## config.mk

```make
export PLATFORM = sky130hd
export DESIGN_NAME = async_serial_channel_pair
export DESIGN_NICKNAME = d
export VERILOG_FILES = /design/src/verilog/async_serial_pkg.sv /design/src/verilog/async_serial_channel_pair.sv /design/src/verilog/sync_fifo.sv /design/src/verilog/tick_prescaler.sv
export VERILOG_INCLUDE_DIRS = /design/src /design/src/verilog
export SDC_FILE = /design/constraint.sdc
export NUM_CORES = 1
export LEC_CHECK = 0
export BUFFER_PORTS_ARGS = -buffer_cell sky130_fd_sc_hd__buf_2
export CORE_AREA = 2 2 133 167
export CTS_CLUSTER_DIAMETER = 150
export DETAILED_ROUTE_END_ITERATION = 10
export DIE_AREA = 0 0 135 169
export PLACE_DENSITY = 0.62
export SETUP_SLACK_MARGIN = 0.3
export SLEW_MARGIN = 5
export SYNTH_ARGS = -nofsm -noshare
export SYNTH_HDL_FRONTEND = slang
export SYNTH_SLANG_ARGS = --single-unit
```

## constraint.sdc

```tcl
create_clock -name clk_i -period 2.45 [get_ports clk_i]
set_input_delay 0.49 -clock clk_i [delete_from_list [all_inputs] [get_ports clk_i]]
set_output_delay 0.49 -clock clk_i [all_outputs]
set_load 0.01 [all_outputs]
```

## src/verilog/async_serial_params.svh

```systemverilog
// Constants for the paired-channel asynchronous serial link.
// Assumes inclusion by bare name from the package and the modules.
`ifndef ASYNC_SERIAL_PARAMS_SVH
`define ASYNC_SERIAL_PARAMS_SVH

// Channels per serial unit; a link uses two of them
`define UNIT_CHANNELS 4
`define CHAN_TX 0
`define CHAN_RX 1

// Upper and middle mode bits that select asynchronous operation
`define MODE_ASYNC 2'h1

// Widths
`define DATA_W 9
`define DIV_W 7
`define PRESC_EXP_W 4
`define PRESC_CNT_W 15
`define BCNT_W 8
`define IDX_W 4

// Character length codes
`define CHAR_7 2'h0
`define CHAR_8 2'h1
`define CHAR_9 2'h2

// Parity codes
`define PAR_NONE 2'h0
`define PAR_ZERO 2'h1
`define PAR_EVEN 2'h2
`define PAR_ODD 2'h3

// Transmit buffer
`define FIFO_DEPTH 4
`define FIFO_AW 2

// Resting level of the transmit line
`define LINE_IDLE 1'b1

`endif

```

## src/verilog/async_serial_pkg.sv

```systemverilog
// Types shared by the serial link modules.
// Assumes the constants header is on the include path.
`include "async_serial_params.svh"

package async_serial_pkg;

	// Link configuration carried as one bundle
	typedef struct packed {
		logic [1:0] char_len;
		logic two_stop;
		logic [1:0] parity;
		logic msb_first;
		logic cont_mode;
		logic [`DIV_W-1:0] baud_div;
		logic [`PRESC_EXP_W-1:0] presc_exp;
	} cfg_t;

	// Receive error flags
	typedef struct packed {
		logic overrun;
		logic parity;
		logic framing;
	} err_flags_t;

	typedef enum logic [2:0] {
		TX_IDLE = 3'h0,
		TX_START = 3'h1,
		TX_DATA = 3'h2,
		TX_PAR = 3'h3,
		TX_STOP = 3'h4
	} tx_state_t;

	typedef enum logic [2:0] {
		RX_IDLE = 3'h0,
		RX_START = 3'h1,
		RX_DATA = 3'h2,
		RX_PAR = 3'h3,
		RX_STOP = 3'h4
	} rx_state_t;

endpackage

```

## src/verilog/async_serial_channel_pair.sv

```systemverilog
// Asynchronous serial link built from a transmit and a receive channel.
// Assumes synchronous inputs, one clock, plain control and status ports.
`timescale 1ns/1ps
`default_nettype none
`include "async_serial_params.svh"

// Contract
// - Unit has four channels; link uses two
// - Seven or eight bits; nine on chosen instances
// - Send one or two stops; check one
// - Parity none, zero, even or odd
// - Software picks LSB or MSB first
// - Prescaler divides operating clock 1 to 2^15
// - Start trigger enables, stop halts, zero ignored
// - Mode bits 1 and 2 select async
// - Data write starts transmission when enabled
// - Receiver starts only on start bit
// - Flag overrun, parity and framing errors
// - Separate transmit, receive, empty, error interrupts
// - Single mode: interrupt after last stop
// - Continuous mode: interrupt on shift load
// - Receive interrupt on stop, even with errors
// - Interrupt on overrun of unread character
// - Even channel transmits, odd channel receives
// - Upper seven data bits hold divisor
// - Clear triggers reset the error flags
module async_serial_channel_pair #(
	parameter bit NINE_BIT_EN = 1'b1
) (
	input wire logic clk_i,
	input wire logic rst_b_i,
	input wire logic [1:0] start_trigger_i,
	input wire logic [1:0] stop_trigger_i,
	input wire logic [2:0] op_mode_i,
	input wire async_serial_pkg::cfg_t cfg_i,
	input wire logic [`DATA_W-1:0] tx_data_i,
	input wire logic tx_write_i,
	output logic tx_ready_o,
	output logic tx_line_o,
	input wire logic rx_line_i,
	output logic [`DATA_W-1:0] rx_data_o,
	output logic rx_full_o,
	input wire logic rx_read_i,
	input wire async_serial_pkg::err_flags_t err_clear_i,
	output async_serial_pkg::err_flags_t err_flags_o,
	output logic [1:0] chan_en_o,
	output logic tx_busy_o,
	output logic tx_irq_o,
	output logic rx_irq_o,
	output logic buf_empty_irq_o,
	output logic err_irq_o
);

	async_serial_pkg::tx_state_t tx_state_ff, nxt_tx_state;
	async_serial_pkg::rx_state_t rx_state_ff, nxt_rx_state;
	logic [1:0] nxt_chan_en;
	logic async_sel, tx_act, rx_act, tick;
	logic [3:0] nbits;
	logic [`BCNT_W-1:0] bit_last, half_last;
	logic [`BCNT_W-1:0] tbcnt_ff, nxt_tbcnt, rbcnt_ff, nxt_rbcnt;
	logic [`IDX_W-1:0] tidx_ff, nxt_tidx, ridx_ff, nxt_ridx, first_idx;
	logic [`DATA_W-1:0] tsh_ff, nxt_tsh, rsh_ff, nxt_rsh, nxt_rx_data;
	logic nxt_txd, nxt_tx_irq, nxt_be_irq, nxt_busy, tbit_end, tlast;
	logic rbit_end, rhalf, rlast, rx_done, nxt_rx_full, nxt_rx_irq;
	logic pbad_ff, nxt_pbad, nxt_err_irq;
	async_serial_pkg::err_flags_t err_set, nxt_err;
	logic fifo_valid, fifo_pop;
	logic [`DATA_W-1:0] fifo_data;

	// Character width, nine bits only where the instance allows it
	function automatic logic [3:0] char_bits(input logic [1:0] len);
		logic [3:0] n;
		n = 4'h8;
		if (len == `CHAR_7) begin
			n = 4'h7;
		end else if (len == `CHAR_9 && NINE_BIT_EN) begin
			n = 4'h9;
		end
		return n;
	endfunction

	// Parity bit over the active character bits
	function automatic logic par_bit(input logic [`DATA_W-1:0] d,
		input logic [3:0] n, input logic [1:0] mode);
		logic x;
		x = ^(d & (9'h1FF >> (4'h9 - n)));
		case (mode)
			`PAR_EVEN: par_bit = x;
			`PAR_ODD: par_bit = ~x;
			default: par_bit = 1'b0;
		endcase
	endfunction

	// Mode decode and bit timing
	always_comb begin
		async_sel = (op_mode_i[2:1] == `MODE_ASYNC);
		tx_act = chan_en_o[`CHAN_TX] & async_sel;
		rx_act = chan_en_o[`CHAN_RX] & async_sel;
		nbits = char_bits(cfg_i.char_len);
		bit_last = {cfg_i.baud_div, 1'b1};
		half_last = {1'b0, cfg_i.baud_div};
		first_idx = cfg_i.msb_first ? nbits - 4'h1 : 4'h0;
	end

	// Transfer clock shared by both channels
	tick_prescaler u_presc (
		.clk_i(clk_i),
		.rst_b_i(rst_b_i),
		.en_i(tx_act | rx_act),
		.exp_i(cfg_i.presc_exp),
		.tick_o(tick)
	);

	// Transmit data buffer; writes only land while the channel runs
	sync_fifo #(.W(`DATA_W), .DEPTH(`FIFO_DEPTH), .AW(`FIFO_AW)) u_fifo (
		.clk_i(clk_i),
		.rst_b_i(rst_b_i),
		.in_valid_i(tx_write_i & tx_act),
		.in_ready_o(tx_ready_o),
		.in_data_i(tx_data_i),
		.out_valid_o(fifo_valid),
		.out_ready_i(fifo_pop),
		.out_data_o(fifo_data)
	);

	// Per-channel enable: start sets, stop clears and wins
	always_comb begin
		nxt_chan_en = (chan_en_o | start_trigger_i) & ~stop_trigger_i;
	end

	always_ff @(posedge clk_i or negedge rst_b_i) begin
		if (!rst_b_i) begin
			chan_en_o <= 2'h0;
		end else begin
			chan_en_o <= nxt_chan_en;
		end
	end

	// Transmit sequencer
	always_comb begin
		nxt_tx_state = tx_state_ff;
		nxt_tbcnt = tbcnt_ff;
		nxt_tidx = tidx_ff;
		nxt_tsh = tsh_ff;
		nxt_tx_irq = 1'b0;
		nxt_be_irq = 1'b0;
		fifo_pop = 1'b0;
		tbit_end = tick & (tbcnt_ff == bit_last);
		tlast = cfg_i.msb_first ? (tidx_ff == 4'h0) : (tidx_ff == nbits - 4'h1);
		if (tick) begin
			nxt_tbcnt = tbit_end ? '0 : tbcnt_ff + `BCNT_W'(1);
		end
		unique case (tx_state_ff)
			async_serial_pkg::TX_IDLE: begin
				nxt_tbcnt = '0;
				if (tx_act && fifo_valid) begin
					fifo_pop = 1'b1;
					nxt_tsh = fifo_data;
					nxt_tx_state = async_serial_pkg::TX_START;
					nxt_be_irq = 1'b1;
					nxt_tx_irq = cfg_i.cont_mode;
				end
			end
			async_serial_pkg::TX_START: begin
				if (tbit_end) begin
					nxt_tx_state = async_serial_pkg::TX_DATA;
					nxt_tidx = first_idx;
				end
			end
			async_serial_pkg::TX_DATA: begin
				if (tbit_end && tlast) begin
					nxt_tidx = 4'h0;
					if (cfg_i.parity == `PAR_NONE) begin
						nxt_tx_state = async_serial_pkg::TX_STOP;
					end else begin
						nxt_tx_state = async_serial_pkg::TX_PAR;
					end
				end else if (tbit_end) begin
					nxt_tidx = cfg_i.msb_first ? tidx_ff - 4'h1 : tidx_ff + 4'h1;
				end
			end
			async_serial_pkg::TX_PAR: begin
				if (tbit_end) begin
					nxt_tx_state = async_serial_pkg::TX_STOP;
				end
			end
			async_serial_pkg::TX_STOP: begin
				if (tbit_end && cfg_i.two_stop && tidx_ff == 4'h0) begin
					nxt_tidx = 4'h1;
				end else if (tbit_end) begin
					nxt_tx_state = async_serial_pkg::TX_IDLE;
					nxt_tx_irq = ~cfg_i.cont_mode;
				end
			end
			default: begin
				nxt_tx_state = async_serial_pkg::TX_IDLE;
			end
		endcase
		// Stopping the channel abandons any character in flight
		if (!tx_act) begin
			nxt_tx_state = async_serial_pkg::TX_IDLE;
			nxt_tbcnt = '0;
		end
		// Line level follows the next state
		unique case (nxt_tx_state)
			async_serial_pkg::TX_START: nxt_txd = 1'b0;
			async_serial_pkg::TX_DATA: nxt_txd = nxt_tsh[nxt_tidx];
			async_serial_pkg::TX_PAR: nxt_txd = par_bit(nxt_tsh, nbits,
				cfg_i.parity);
			default: nxt_txd = `LINE_IDLE;
		endcase
		nxt_busy = (nxt_tx_state != async_serial_pkg::TX_IDLE);
	end

	always_ff @(posedge clk_i or negedge rst_b_i) begin
		if (!rst_b_i) begin
			tx_state_ff <= async_serial_pkg::TX_IDLE;
			tbcnt_ff <= '0;
			tidx_ff <= '0;
			tsh_ff <= '0;
			tx_line_o <= `LINE_IDLE;
			tx_busy_o <= 1'b0;
			tx_irq_o <= 1'b0;
			buf_empty_irq_o <= 1'b0;
		end else begin
			tx_state_ff <= nxt_tx_state;
			tbcnt_ff <= nxt_tbcnt;
			tidx_ff <= nxt_tidx;
			tsh_ff <= nxt_tsh;
			tx_line_o <= nxt_txd;
			tx_busy_o <= nxt_busy;
			tx_irq_o <= nxt_tx_irq;
			buf_empty_irq_o <= nxt_be_irq;
		end
	end

	// Receive sequencer, sampling at mid-bit
	always_comb begin
		nxt_rx_state = rx_state_ff;
		nxt_rbcnt = rbcnt_ff;
		nxt_ridx = ridx_ff;
		nxt_rsh = rsh_ff;
		nxt_pbad = pbad_ff;
		rx_done = 1'b0;
		err_set = '0;
		rbit_end = tick & (rbcnt_ff == bit_last);
		rhalf = tick & (rbcnt_ff == half_last);
		rlast = cfg_i.msb_first ? (ridx_ff == 4'h0) : (ridx_ff == nbits - 4'h1);
		if (tick) begin
			nxt_rbcnt = rbit_end ? '0 : rbcnt_ff + `BCNT_W'(1);
		end
		unique case (rx_state_ff)
			async_serial_pkg::RX_IDLE: begin
				nxt_rbcnt = '0;
				if (rx_act && !rx_line_i) begin
					nxt_rx_state = async_serial_pkg::RX_START;
				end
			end
			async_serial_pkg::RX_START: begin
				if (rhalf) begin
					nxt_rbcnt = '0;
					nxt_rsh = '0;
					nxt_pbad = 1'b0;
					nxt_ridx = first_idx;
					// A glitch shorter than half a bit is no start bit
					nxt_rx_state = rx_line_i ? async_serial_pkg::RX_IDLE :
						async_serial_pkg::RX_DATA;
				end
			end
			async_serial_pkg::RX_DATA: begin
				if (rbit_end) begin
					nxt_rsh[ridx_ff] = rx_line_i;
					nxt_ridx = cfg_i.msb_first ? ridx_ff - 4'h1 : ridx_ff + 4'h1;
					if (rlast && cfg_i.parity == `PAR_NONE) begin
						nxt_rx_state = async_serial_pkg::RX_STOP;
					end else if (rlast) begin
						nxt_rx_state = async_serial_pkg::RX_PAR;
					end
				end
			end
			async_serial_pkg::RX_PAR: begin
				if (rbit_end) begin
					nxt_pbad = rx_line_i != par_bit(rsh_ff, nbits,
						cfg_i.parity);
					nxt_rx_state = async_serial_pkg::RX_STOP;
				end
			end
			async_serial_pkg::RX_STOP: begin
				// One stop bit is checked whatever the transmit setting
				if (rbit_end) begin
					rx_done = 1'b1;
					err_set.framing = ~rx_line_i;
					err_set.parity = pbad_ff;
					err_set.overrun = rx_full_o & ~rx_read_i;
					nxt_rx_state = async_serial_pkg::RX_IDLE;
				end
			end
			default: begin
				nxt_rx_state = async_serial_pkg::RX_IDLE;
			end
		endcase
		if (!rx_act) begin
			nxt_rx_state = async_serial_pkg::RX_IDLE;
			nxt_rbcnt = '0;
		end
		// Completion pulse comes even with a bad character
		nxt_rx_irq = rx_done;
		nxt_rx_data = rx_done ? rsh_ff : rx_data_o;
		nxt_rx_full = (rx_full_o & ~rx_read_i) | rx_done;
		// New error outranks a clear in the same cycle
		nxt_err = (err_flags_o & ~err_clear_i) | err_set;
		nxt_err_irq = |err_set;
	end

	always_ff @(posedge clk_i or negedge rst_b_i) begin
		if (!rst_b_i) begin
			rx_state_ff <= async_serial_pkg::RX_IDLE;
			rbcnt_ff <= '0;
			ridx_ff <= '0;
			rsh_ff <= '0;
			pbad_ff <= 1'b0;
			rx_data_o <= '0;
			rx_full_o <= 1'b0;
			rx_irq_o <= 1'b0;
			err_flags_o <= '0;
			err_irq_o <= 1'b0;
		end else begin
			rx_state_ff <= nxt_rx_state;
			rbcnt_ff <= nxt_rbcnt;
			ridx_ff <= nxt_ridx;
			rsh_ff <= nxt_rsh;
			pbad_ff <= nxt_pbad;
			rx_data_o <= nxt_rx_data;
			rx_full_o <= nxt_rx_full;
			rx_irq_o <= nxt_rx_irq;
			err_flags_o <= nxt_err;
			err_irq_o <= nxt_err_irq;
		end
	end

endmodule

`default_nettype wire

```

## src/verilog/sync_fifo.sv

```systemverilog
// Small synchronous FIFO with valid/ready on both sides.
// Assumes one clock and an asynchronous active-low reset.
`timescale 1ns/1ps
`default_nettype none

module sync_fifo #(
	parameter int W = 9,
	parameter int DEPTH = 4,
	parameter int AW = 2
) (
	input wire logic clk_i,
	input wire logic rst_b_i,
	input wire logic in_valid_i,
	output logic in_ready_o,
	input wire logic [W-1:0] in_data_i,
	output logic out_valid_o,
	input wire logic out_ready_i,
	output logic [W-1:0] out_data_o
);

	logic [W-1:0] mem_ff [DEPTH];
	logic [AW-1:0] wr_ptr_ff, nxt_wr_ptr, rd_ptr_ff, nxt_rd_ptr;
	logic [AW:0] cnt_ff, nxt_cnt;
	logic push, pop;

	assign out_data_o = mem_ff[rd_ptr_ff];

	// Pointer and fill-level update
	always_comb begin
		push = in_valid_i & in_ready_o;
		pop = out_valid_o & out_ready_i;
		nxt_wr_ptr = push ? wr_ptr_ff + 1'b1 : wr_ptr_ff;
		nxt_rd_ptr = pop ? rd_ptr_ff + 1'b1 : rd_ptr_ff;
		nxt_cnt = cnt_ff + {{AW{1'b0}}, push} - {{AW{1'b0}}, pop};
	end

	// Registered flags keep full and empty glitch free
	always_ff @(posedge clk_i or negedge rst_b_i) begin
		if (!rst_b_i) begin
			wr_ptr_ff <= '0;
			rd_ptr_ff <= '0;
			cnt_ff <= '0;
			in_ready_o <= 1'b1;
			out_valid_o <= 1'b0;
		end else begin
			wr_ptr_ff <= nxt_wr_ptr;
			rd_ptr_ff <= nxt_rd_ptr;
			cnt_ff <= nxt_cnt;
			in_ready_o <= (nxt_cnt != (AW+1)'(DEPTH));
			out_valid_o <= (nxt_cnt != '0);
		end
	end

	// Storage, written only on accepted pushes
	always_ff @(posedge clk_i) begin
		if (push) begin
			mem_ff[wr_ptr_ff] <= in_data_i;
		end
	end

endmodule

`default_nettype wire

```

## src/verilog/tick_prescaler.sv

```systemverilog
// Power-of-two prescaler producing the transfer clock tick.
// Assumes the operating clock on clk_i; tick is one cycle wide.
`timescale 1ns/1ps
`default_nettype none
`include "async_serial_params.svh"

module tick_prescaler (
	input wire logic clk_i,
	input wire logic rst_b_i,
	input wire logic en_i,
	input wire logic [`PRESC_EXP_W-1:0] exp_i,
	output logic tick_o
);

	logic [`PRESC_CNT_W-1:0] cnt_ff, nxt_cnt, limit;
	logic nxt_tick;

	// Divide by 2^exp, 1 to 2^15; restart at once if the limit drops
	always_comb begin
		limit = (`PRESC_CNT_W'(1) << exp_i) - `PRESC_CNT_W'(1);
		nxt_tick = en_i & (cnt_ff >= limit);
		if (!en_i || cnt_ff >= limit) begin
			nxt_cnt = '0;
		end else begin
			nxt_cnt = cnt_ff + `PRESC_CNT_W'(1);
		end
	end

	always_ff @(posedge clk_i or negedge rst_b_i) begin
		if (!rst_b_i) begin
			cnt_ff <= '0;
			tick_o <= 1'b0;
		end else begin
			cnt_ff <= nxt_cnt;
			tick_o <= nxt_tick;
		end
	end

endmodule

`default_nettype wire

```

# --- Word level (Yosys, flattened, before mapping) ---
# Memory sizes are Yosys's and may differ from the RTL's.
# Index checks and enable logic that the tools add are counted.
totals:
  register_bits: 95
  mem_bits_rw: 36
  out_inout_bits: 22
  n_memories: 1
op_classes:
  addsub: 14
  magnitude_cmp: 4
  eq_ne: 32
  shift: 2
  mux: 74
  n_bitwise: 25
  reduce_logical: 26
mem_list:
  columns: ["name", "depth", "width", "read_ports", "rd_ports_with_merged_regs", "wr", "line", "source"]
  rows:
  - ["u_fifo.mem_ff", 4, 9, 1, 0, 1, "sync_fifo.sv:21", "logic [W-1:0] mem_ff [DEPTH];"]
op_table:
  columns: ["operator", "count"]
  rows:
  - ["$mux W8", 8]
  - ["$mux W3", 18]
  - ["$mux W4", 10]
  - ["$mux W9", 4]
  - ["$pmux W3 S5", 2]
  - ["$and A9 B9 Y9", 2]
  - ["$eq A3 B2 Y1 const B", 6]
  - ["$mux W1", 18]
  - ["$ne A3 B3 Y1 const B", 6]
  - ["$pmux W9 S2", 1]
  - ["$reduce_xor A9 Y1", 2]
  - ["$add A8 B1 Y8 const B", 2]
  - ["$eq A8 B8 Y1", 2]
  - ["$pmux W8 S2", 1]
  - ["$add A15 B1 Y15 const B", 1]
  - ["$ge A15 B15 Y1", 1]
  - ["$mux W15", 1]
  - ["$shl A1 B4 Y15 const A", 1]
  - ["$sub A15 B2 Y15 const B", 1]
  - ["$pmux W4 S3", 1]
  - ["$sub A4 B1 Y4 const B", 3]
  - ["$and A1 B1 Y1", 10]
  - ["$lt A4 B5 Y1 const B", 2]
  - ["$bwmux W9", 1]
  - ["other kinds (42)", 73]

# --- Depth between registers and ports, before layout ---
# Gate-level depths: netlist of the first run.
depth:
  ltp_word: 14
  ltp_mapped: 15
  ltp_nobuf: 13

# --- Modules after synthesis ---
# From an unflattened synthesis of the first run, not the netlist that was laid out.
hier_totals:
  hier_cells: 695
  hier_area_um2: 7443.4
modules_own_cells:
  columns: ["mod", "n_inst", "cells_per_inst", "area_per_inst_um2", "seq_area_each_um2"]
  rows:
  - ["async_serial_channel_pair", 1, 464, 4351.7, 1752.9]
  - ["sync_fifo", 1, 83, 1757.9, 1307.5]
  - ["tick_prescaler", 1, 148, 1333.8, 400.4]

# --- Least setup slack after synthesis of the first run ---
# OpenSTA, ideal clock, no wires.
synth_path:
  kind: "input to register"
  from: "input cfg_i[1] (netlist bit)"
  to: "register u_presc.cnt_ff[10]"
  t_arrival_ps: 3365
  required_ps: 2318
  slack_ps: -1047
  stages: 13
  path_buffers: 2
  cell_sequence: "clkbuf_1 -> or2_2 -> or3_1 -> ha_1 -> or2_2 -> o21ai_0 -> a32oi_1 -> ha_1 -> nand4_1 -> o2111a_1 -> o21ai_1 -> clkbuf_1 -> nor2_1"
synth_between:
  elab_chain_cells: 5
synth_rtl:
  columns: ["item", "line", "source"]
  rows:
  - ["start, declared", "async_serial_channel_pair.sv:35", "input wire async_serial_pkg::cfg_t cfg_i,"]
  - ["$shl A1 B4 Y15 (no line)", null, null]
  - ["$sub A15 B2 Y15", "tick_prescaler.sv:20", "limit = (`PRESC_CNT_W'(1) << exp_i) - `PRESC_CNT_W'(1);"]
  - ["$ge A15 B15 Y1", "tick_prescaler.sv:22", "if (!en_i || cnt_ff >= limit) begin"]
  - ["$logic_or A1 B1 Y1", "tick_prescaler.sv:22", null]
  - ["$mux W15", "tick_prescaler.sv:22", null]
  - ["named net u_presc.nxt_cnt[10]", "tick_prescaler.sv:15", "logic [`PRESC_CNT_W-1:0] cnt_ff, nxt_cnt, limit;"]
  - ["end signal, assigned", "tick_prescaler.sv:34", "cnt_ff <= nxt_cnt;"]
  - ["end, declared", "tick_prescaler.sv:15", null]
# The timed path passes the listed nets, and every way through them passes these cells.
# A chain may end at the register's enable or synchronous reset.

# --- Final worst setup path of the first run ---
layout_path:
  from: "input cfg_i[0] (netlist bit)"
  to: "register u_presc.cnt_ff[7]"
# Same word-level chain as after synthesis.

==> metrics.txt, run 1 <==
outcome=finished with violations; failing checks=negative setup slack; Die Span Y=169 um; # hold bufs at CTS=0; Total GRT Usage=0.155; pre-CTS setup slack=-953 ps; max-slew violations=0; die area=22800 sq um; Peak supply drop=763 uV; mapped cell area=7300 sq um; Hold Crit Class=input port to asynchronous set/reset pin; Critical Path RT=2800 ps; clock sinks=131; highest-delay cell along the critical path=or3_4; Net Sw Power=0.00195 W; Int Power=0.00467 W; Clk pin slew, worst setup/hold paths=70 ps; synthesized area per cell=10.7 sq um; multiplexer share of the synthesized area=0.0836; P_leak=4.50 nW; Comb power frac=0.235; First DRT Iteration DRCs=267; CTS buffer count=17; post-synthesis sequential area ratio=0.474; Slew @ Worst Pin=649 ps; yosys warns=0; first-pass GRT wire length=28000 um; IO Port Bufs=62; IO Pins=64; share of layout cells above drive strength 1=0.416; vias after detailed routing=5715; Placed Cells=1093; Max-slew headroom=0.567; CTS tree=built; worst reg2reg startpoint=tx_state_ff[2]$_DFF_PN0_; arrival time at the worst endpoint=3030 ps; Reg2Reg Setup Slack=0 ps; Pwr Density=652 nW/um^2; final net count=948; Post-Synthesis Cells=680; kind of critical path=input port to register; initial core utilization=0.342; largest net degree at the start of global routing=45; diode count=0; routability cong.=0.910; Final period util=1.09; flops & latches, synth=131; crit-path max FO=9; maximum root-to-sink buffer count=2; Synthesized Nets=754; Top FF cell, synth=dfrtp_1; sequential power share=0.382; Final min period=2680 ps; simple logic cell fraction of the synthesized area=0.163; Clk Latency, worst-skew pair=430 ps; Routed wire per std cell=14.9 um; CTS root buffer=clkbuf_16; final setup vio count=17; Final Non-Filler Cells=1166; TritonRoute pass-1 iters=4; tightest hold margin=84.9 ps; htree depth=4; Layout area overhead=39.1%; Rows=60; fmax=0.373 GHz; Post-synth EDFFs=36; post-route ant nets=0; WL final=17300 um; RSZ-0062 raised after global routing=yes; dpl hpwl=12200 um; Final Cell Area=10200 sq um; total grt overflow=0; largest family of logic cells by synthesized area=simple AND/OR/NAND/NOR gates; CP Launch Point=cfg_i[0]; residual DRC count=0; Core ar.=21300 sq um; vias in the first global route=5708; ys async rst share=0.725; Worst Setup End Kind=register; Final Hold Violating Endpoints=0; crit path cell chain=buf_6, or2_4, or3_4, ha_4, or2_4, o21ai_2, a32oi_1, ha_2, a21o_1, a21o_1, a21oi_2, o2111a_2, o21ai_4, buf_12, nor2_1; Adder-Cell Fraction of Synth Area=0.0579; power share of the clock group=0.384; Placed Area=8740 sq um; Max Cap Violations=0; initial antenna violation count=0; post-synthesis compound-gate area fraction=0.101; Cell variety after synth=69; sw frac=0.295; overall power=0.00663 W; CP Launch Type=input port; Worst Skew=11.6 ps; via density per instance=4.90; worst setup margin=-232 ps; Critical Path Max Stage Delay=350 ps; overall die width=135 um; XOR/XNOR share of the synthesized area=0.0848
power groups by stage:
stage | combinational, W | sequential (W) | clock (W)
after detailed placement | 0.00144 | 0.00256 | 0
after global placement | 0.00142 | 0.00256 | 0
after CTS | 0.00151 | 0.00253 | 0.00260
after global routing | 0.00172 | 0.00255 | 0.00270
final | 0.00155 | 0.00253 | 0.00254
after floorplan | 0.000985 | 0.00252 | 0
routing by layer:
metal,track usage,share of wire,routed length (um)
met3,0.0335,0.044,769
met5,0,0,0
met1,0.190,0.42,7230
met2,0.267,0.52,8980
met4,0.0575,0.021,357
critical path, delay by kind of cell:
| family | cells | cell delay [ps] |
|---|---|---|
| simple gates | 4 | 930 |
| buf+inv | 2 | 240 |
| fa+ha+maj | 2 | 370 |
| compound gates | 7 | 1010 |
synthesized netlist by cell type (all sizes together), types with 10 or more instances:
cell	instances	area share
a21o	13	0.013
a21oi	35	0.024
and3	13	0.011
clkbuf	23	0.012
dfrtp	93	0.32
edfxtp	36	0.15
ha	29	0.050
inv	27	0.014
mux2	22	0.035
mux2i	13	0.018
nand2	33	0.017
nand2b	12	0.010
nand3	26	0.019
nor2	71	0.037
nor3	13	0.010
nor3b	10	0.010
o21ai	28	0.019
xnor2	32	0.040
xor2	37	0.044
final cells by class:
cell class              instances  area (sq um)
fillers                      1952         11200
multi-input cells             490          4090
flip-flops and latches        131          3470
repair buffers                206          1540
clock buffers                  17           425
well taps                     279           349
clock inverters                15           180
inverters                      28           115
timing repair:
item,in CTS,in global routing
setup buffers,17,23
gates resized for setup,42,87
pin swaps,28,42
endpoints found under the setup margin,37,43
gates cloned,0,1
sequential cells by signal, summed over array words and instances (netlist names), 2 cells and up:
signal	cells
u_fifo.rd_ptr_ff	2
u_presc.cnt_ff	15
ridx_ff	4
u_fifo.wr_ptr_ff	2
chan_en_o	2
u_fifo.mem_ff	36
u_fifo.cnt_ff	3
rx_state_ff	3
rbcnt_ff	8
rsh_ff	9
tx_state_ff	3
err_flags_o	3
tsh_ff	9
tidx_ff	4
rx_data_o	9
tbcnt_ff	8
logic make-up after synthesis:
family,after synthesis
mux,44
flops,131
compound gates,115
fa+ha+maj,32
buf+inv,59
simple gates,230
xor+xnor,69
stage by stage:
step | TNS, ps | util
after floorplan | -9220 | -
after global placement | -15390 | 0.410
after detailed placement | -16180 | 0.410
after CTS | -3390 | 0.453
after global routing | -4920 | 0.476
final | -3310 | 0.476
layout by cell type, fill, tap and decap left out, types with 7 or more instances in the layout:
cell and count:
nor3b_1 8, a21oi_2 7, mux2_4 8, and3_1 13
xnor2_1 29, nor2_2 7, a21oi_1 28, nor2b_1 7
nand3_1 21, nor2_4 9, dfrtp_1 89, o21ai_0 18
edfxtp_1 36, inv_1 22, buf_6 16, nor2_1 55
ha_1 24, mux2_2 14, mux2i_1 13, nand2_1 28
a21o_1 13, nand2b_1 10, buf_2 61, clkbuf_16 17
xor2_1 32, buf_4 122
path summary, 6_finish.rpt:
| path | to | depth (start not counted) |
|---|---|---|
| worst max-delay path | u_presc.cnt_ff[7]$_DFF_PN0_ | 15 |
| worst min-delay path | rbcnt_ff[6]$_DFF_PN0_ | 1 |
| worst max register to register | u_fifo.out_valid_o$_DFF_PN0_ | 11 |
| worst min register to register | rx_data_o[1]$_DFFE_PN0P_ | 1 |
| max in group asynchronous | ridx_ff[3]$_DFFE_PN0P_ | 2 |
| min in group clk_i | chan_en_o[0]$_DFF_PN0_ | 2 |
(Power assumes the default switching activity.)
==> run 2, diff against run 1 <==
--- a/config.mk
+++ b/config.mk
@@ -11,7 +11,7 @@
 export CTS_CLUSTER_DIAMETER = 150
 export DETAILED_ROUTE_END_ITERATION = 10
 export DIE_AREA = 0 0 135 169
-export PLACE_DENSITY = 0.62
+export PLACE_DENSITY = 0.6
 export SETUP_SLACK_MARGIN = 0.3
 export SLEW_MARGIN = 5
 export SYNTH_ARGS = -nofsm -noshare
==> constraint.sdc (replaced) <==
create_clock -name clk_i -period 3.3 [get_ports clk_i]
set_input_delay 0.66 -clock clk_i [delete_from_list [all_inputs] [get_ports clk_i]]
set_output_delay 0.66 -clock clk_i [all_outputs]
set_load 0.01 [all_outputs]
==> metrics.txt, run 2 (same netlist as run 1, synthesis figures left out) <==
outcome=finished clean; Max Cap Violations=0; Final period util=0.881; Final min period=2910 ps; largest net degree at the start of global routing=51; IO Port Bufs=62; highest-delay cell along the critical path=or3_4; Core ar.=21300 sq um; Slew @ Worst Pin=688 ps; critical path's top delay family=compound AO/OA/AOI/OAI gates; Peak supply drop=452 uV; sequential power share=0.392; Die Span Y=169 um; Critical Path Max Stage Delay=390 ps; Layout area overhead=19.1%; maximum root-to-sink buffer count=2; routability cong.=0.823; Clk pin slew, worst setup/hold paths=70 ps; r2r worst-path depth=10; share of layout cells above drive strength 1=0.226; Clk Latency, worst-skew pair=420 ps; Final Hold Violating Endpoints=0; final setup vio count=0; top flop regs=u_fifo.mem_ff (36), u_presc.cnt_ff (15); CP Launch Type=input port; power share of the clock group=0.418; die area=22800 sq um; fmax=0.344 GHz; crit path cell chain=buf_2, or2_4, or3_4, ha_4, ha_4, a21o_1, a21o_1, a21o_1, a21o_1, a21oi_1, o2111a_2, o21ai_4, buf_12, nor2_2; max-slew violations=0; Routed wire per std cell=15.1 um; via density per instance=4.96; htree depth=4; tightest hold margin=278 ps; Worst Setup End Kind=register; Int Power=0.00343 W; residual DRC count=0; Worst Skew=8.82 ps; # hold bufs at CTS=0; Buf+Inv Stages, Crit Path=2; commonest non-fill, non-tap cell in the layout=dfrtp_1; reg2reg end=tx_line_o$_DFF_PN1_; max reg flops=36; dpl hpwl=11600 um; Pwr Density=549 nW/um^2; kind of critical path=input port to register; final net count=827; RSZ-0062 raised after global routing=no; initial core utilization=0.342; Max-slew headroom=0.541; first-pass GRT wire length=26200 um; total grt overflow=0; Top reg by flops=u_fifo.mem_ff; Hold Crit Class=input port to asynchronous set/reset pin; diode count=0; Comb power frac=0.190; IO Pins=64; most numerous cell on the critical path=a21o_1; First DRT Iteration DRCs=251; Rows=60; overall die width=135 um; Total GRT Usage=0.145; Net Sw Power=0.00135 W; TritonRoute pass-1 iters=5; vias in the first global route=5231; CTS tree=built; P_leak=3.80 nW; most frequent cells in the layout=93 x dfrtp_1, 68 x nor2_1, 61 x buf_2, 37 x xor2_1, 36 x edfxtp_1; arrival time at the worst endpoint=3250 ps; CTS root buffer=clkbuf_16; Critical Path RT=3640 ps; crit-path max FO=15; clock sinks=131; Final TNS setup=0 ps; vias after detailed routing=5182; post-route ant nets=0; WL final=15800 um; sw frac=0.282; Reg2Reg Setup Slack=630 ps; initial antenna violation count=0; CTS buffer count=17; worst reg2reg startpoint=tbcnt_ff[5]$_DFFE_PN0P_
-- run 2: through the flow --
step	setup WS [ps]	cells	power [W]	area, sq um	utilization
floorplan	36.6	680	0.00259	7370	-
global placement	-212	1012	0.00280	8020	0.376
detailed placement	-234	1012	0.00282	8020	0.376
CTS	332	1044	0.00485	8660	0.406
global route	312	1045	0.00501	8690	0.408
finish	392	1045	0.00477	8690	0.408
-- run 2: worst max path at each step --
stage / startpoint / endpoint / cells past startpoint
2_1_floorplan: cfg_i[1] / u_presc.cnt_ff[13]$_DFF_PN0_ / 13
3_3_place_gp: cfg_i[0] / u_presc.cnt_ff[4]$_DFF_PN0_ / 12
3_5_place_dp: cfg_i[0] / u_presc.cnt_ff[5]$_DFF_PN0_ / 12
4_1_cts: cfg_i[0] / u_presc.cnt_ff[5]$_DFF_PN0_ / 12
5_1_grt: cfg_i[0] / u_presc.cnt_ff[5]$_DFF_PN0_ / 14
6_report: cfg_i[0] / u_presc.cnt_ff[5]$_DFF_PN0_ / 14
-- run 2: power groups by stage --
stage | sequential, W | clock (W) | combinational (W)
after floorplan | 0.00187 | 0 | 0.000719
after global placement | 0.00190 | 0 | 0.000897
after detailed placement | 0.00191 | 0 | 0.000915
after CTS | 0.00187 | 0.00205 | 0.000922
after global routing | 0.00189 | 0.00212 | 0.00100
final | 0.00187 | 0.00199 | 0.000909
-- run 2: routing by layer --
metal  routed length [um]  vias to the layer above  GRT usage
met5                    0                        -          0
met4                  172                        0     0.0435
met3                  532                       11     0.0347
met2                 8120                       77      0.256
met1                 6990                     2536      0.176
li1                     -                     2558          -
-- run 2: worst reg2reg max path, cell delays in order, from the launching register on --
cell	delay, ps
dfrtp_1	430
xor2_1	170
nor4_1	330
and2_1	320
buf_4	210
o21ai_0	100
a21boi_0	310
o2bb2ai_2	160
o31ai_1	280
nand2_1	110
o22ai_2	190
-- run 2: final cells by class --
type	instances	area (sq um)
flip-flops and latches	131	3460
multi-input cells	490	3650
clock buffers	17	425
repair buffers	85	498
inverters	28	106
well taps	279	349
fillers	2058	12600
clock inverters	15	204
-- run 2: repair_timing --
item                       CTS  global route
gates resized for setup      1             5
setup endpoints to repair   15            15
pin swaps                    0             2
setup buffers                0             1
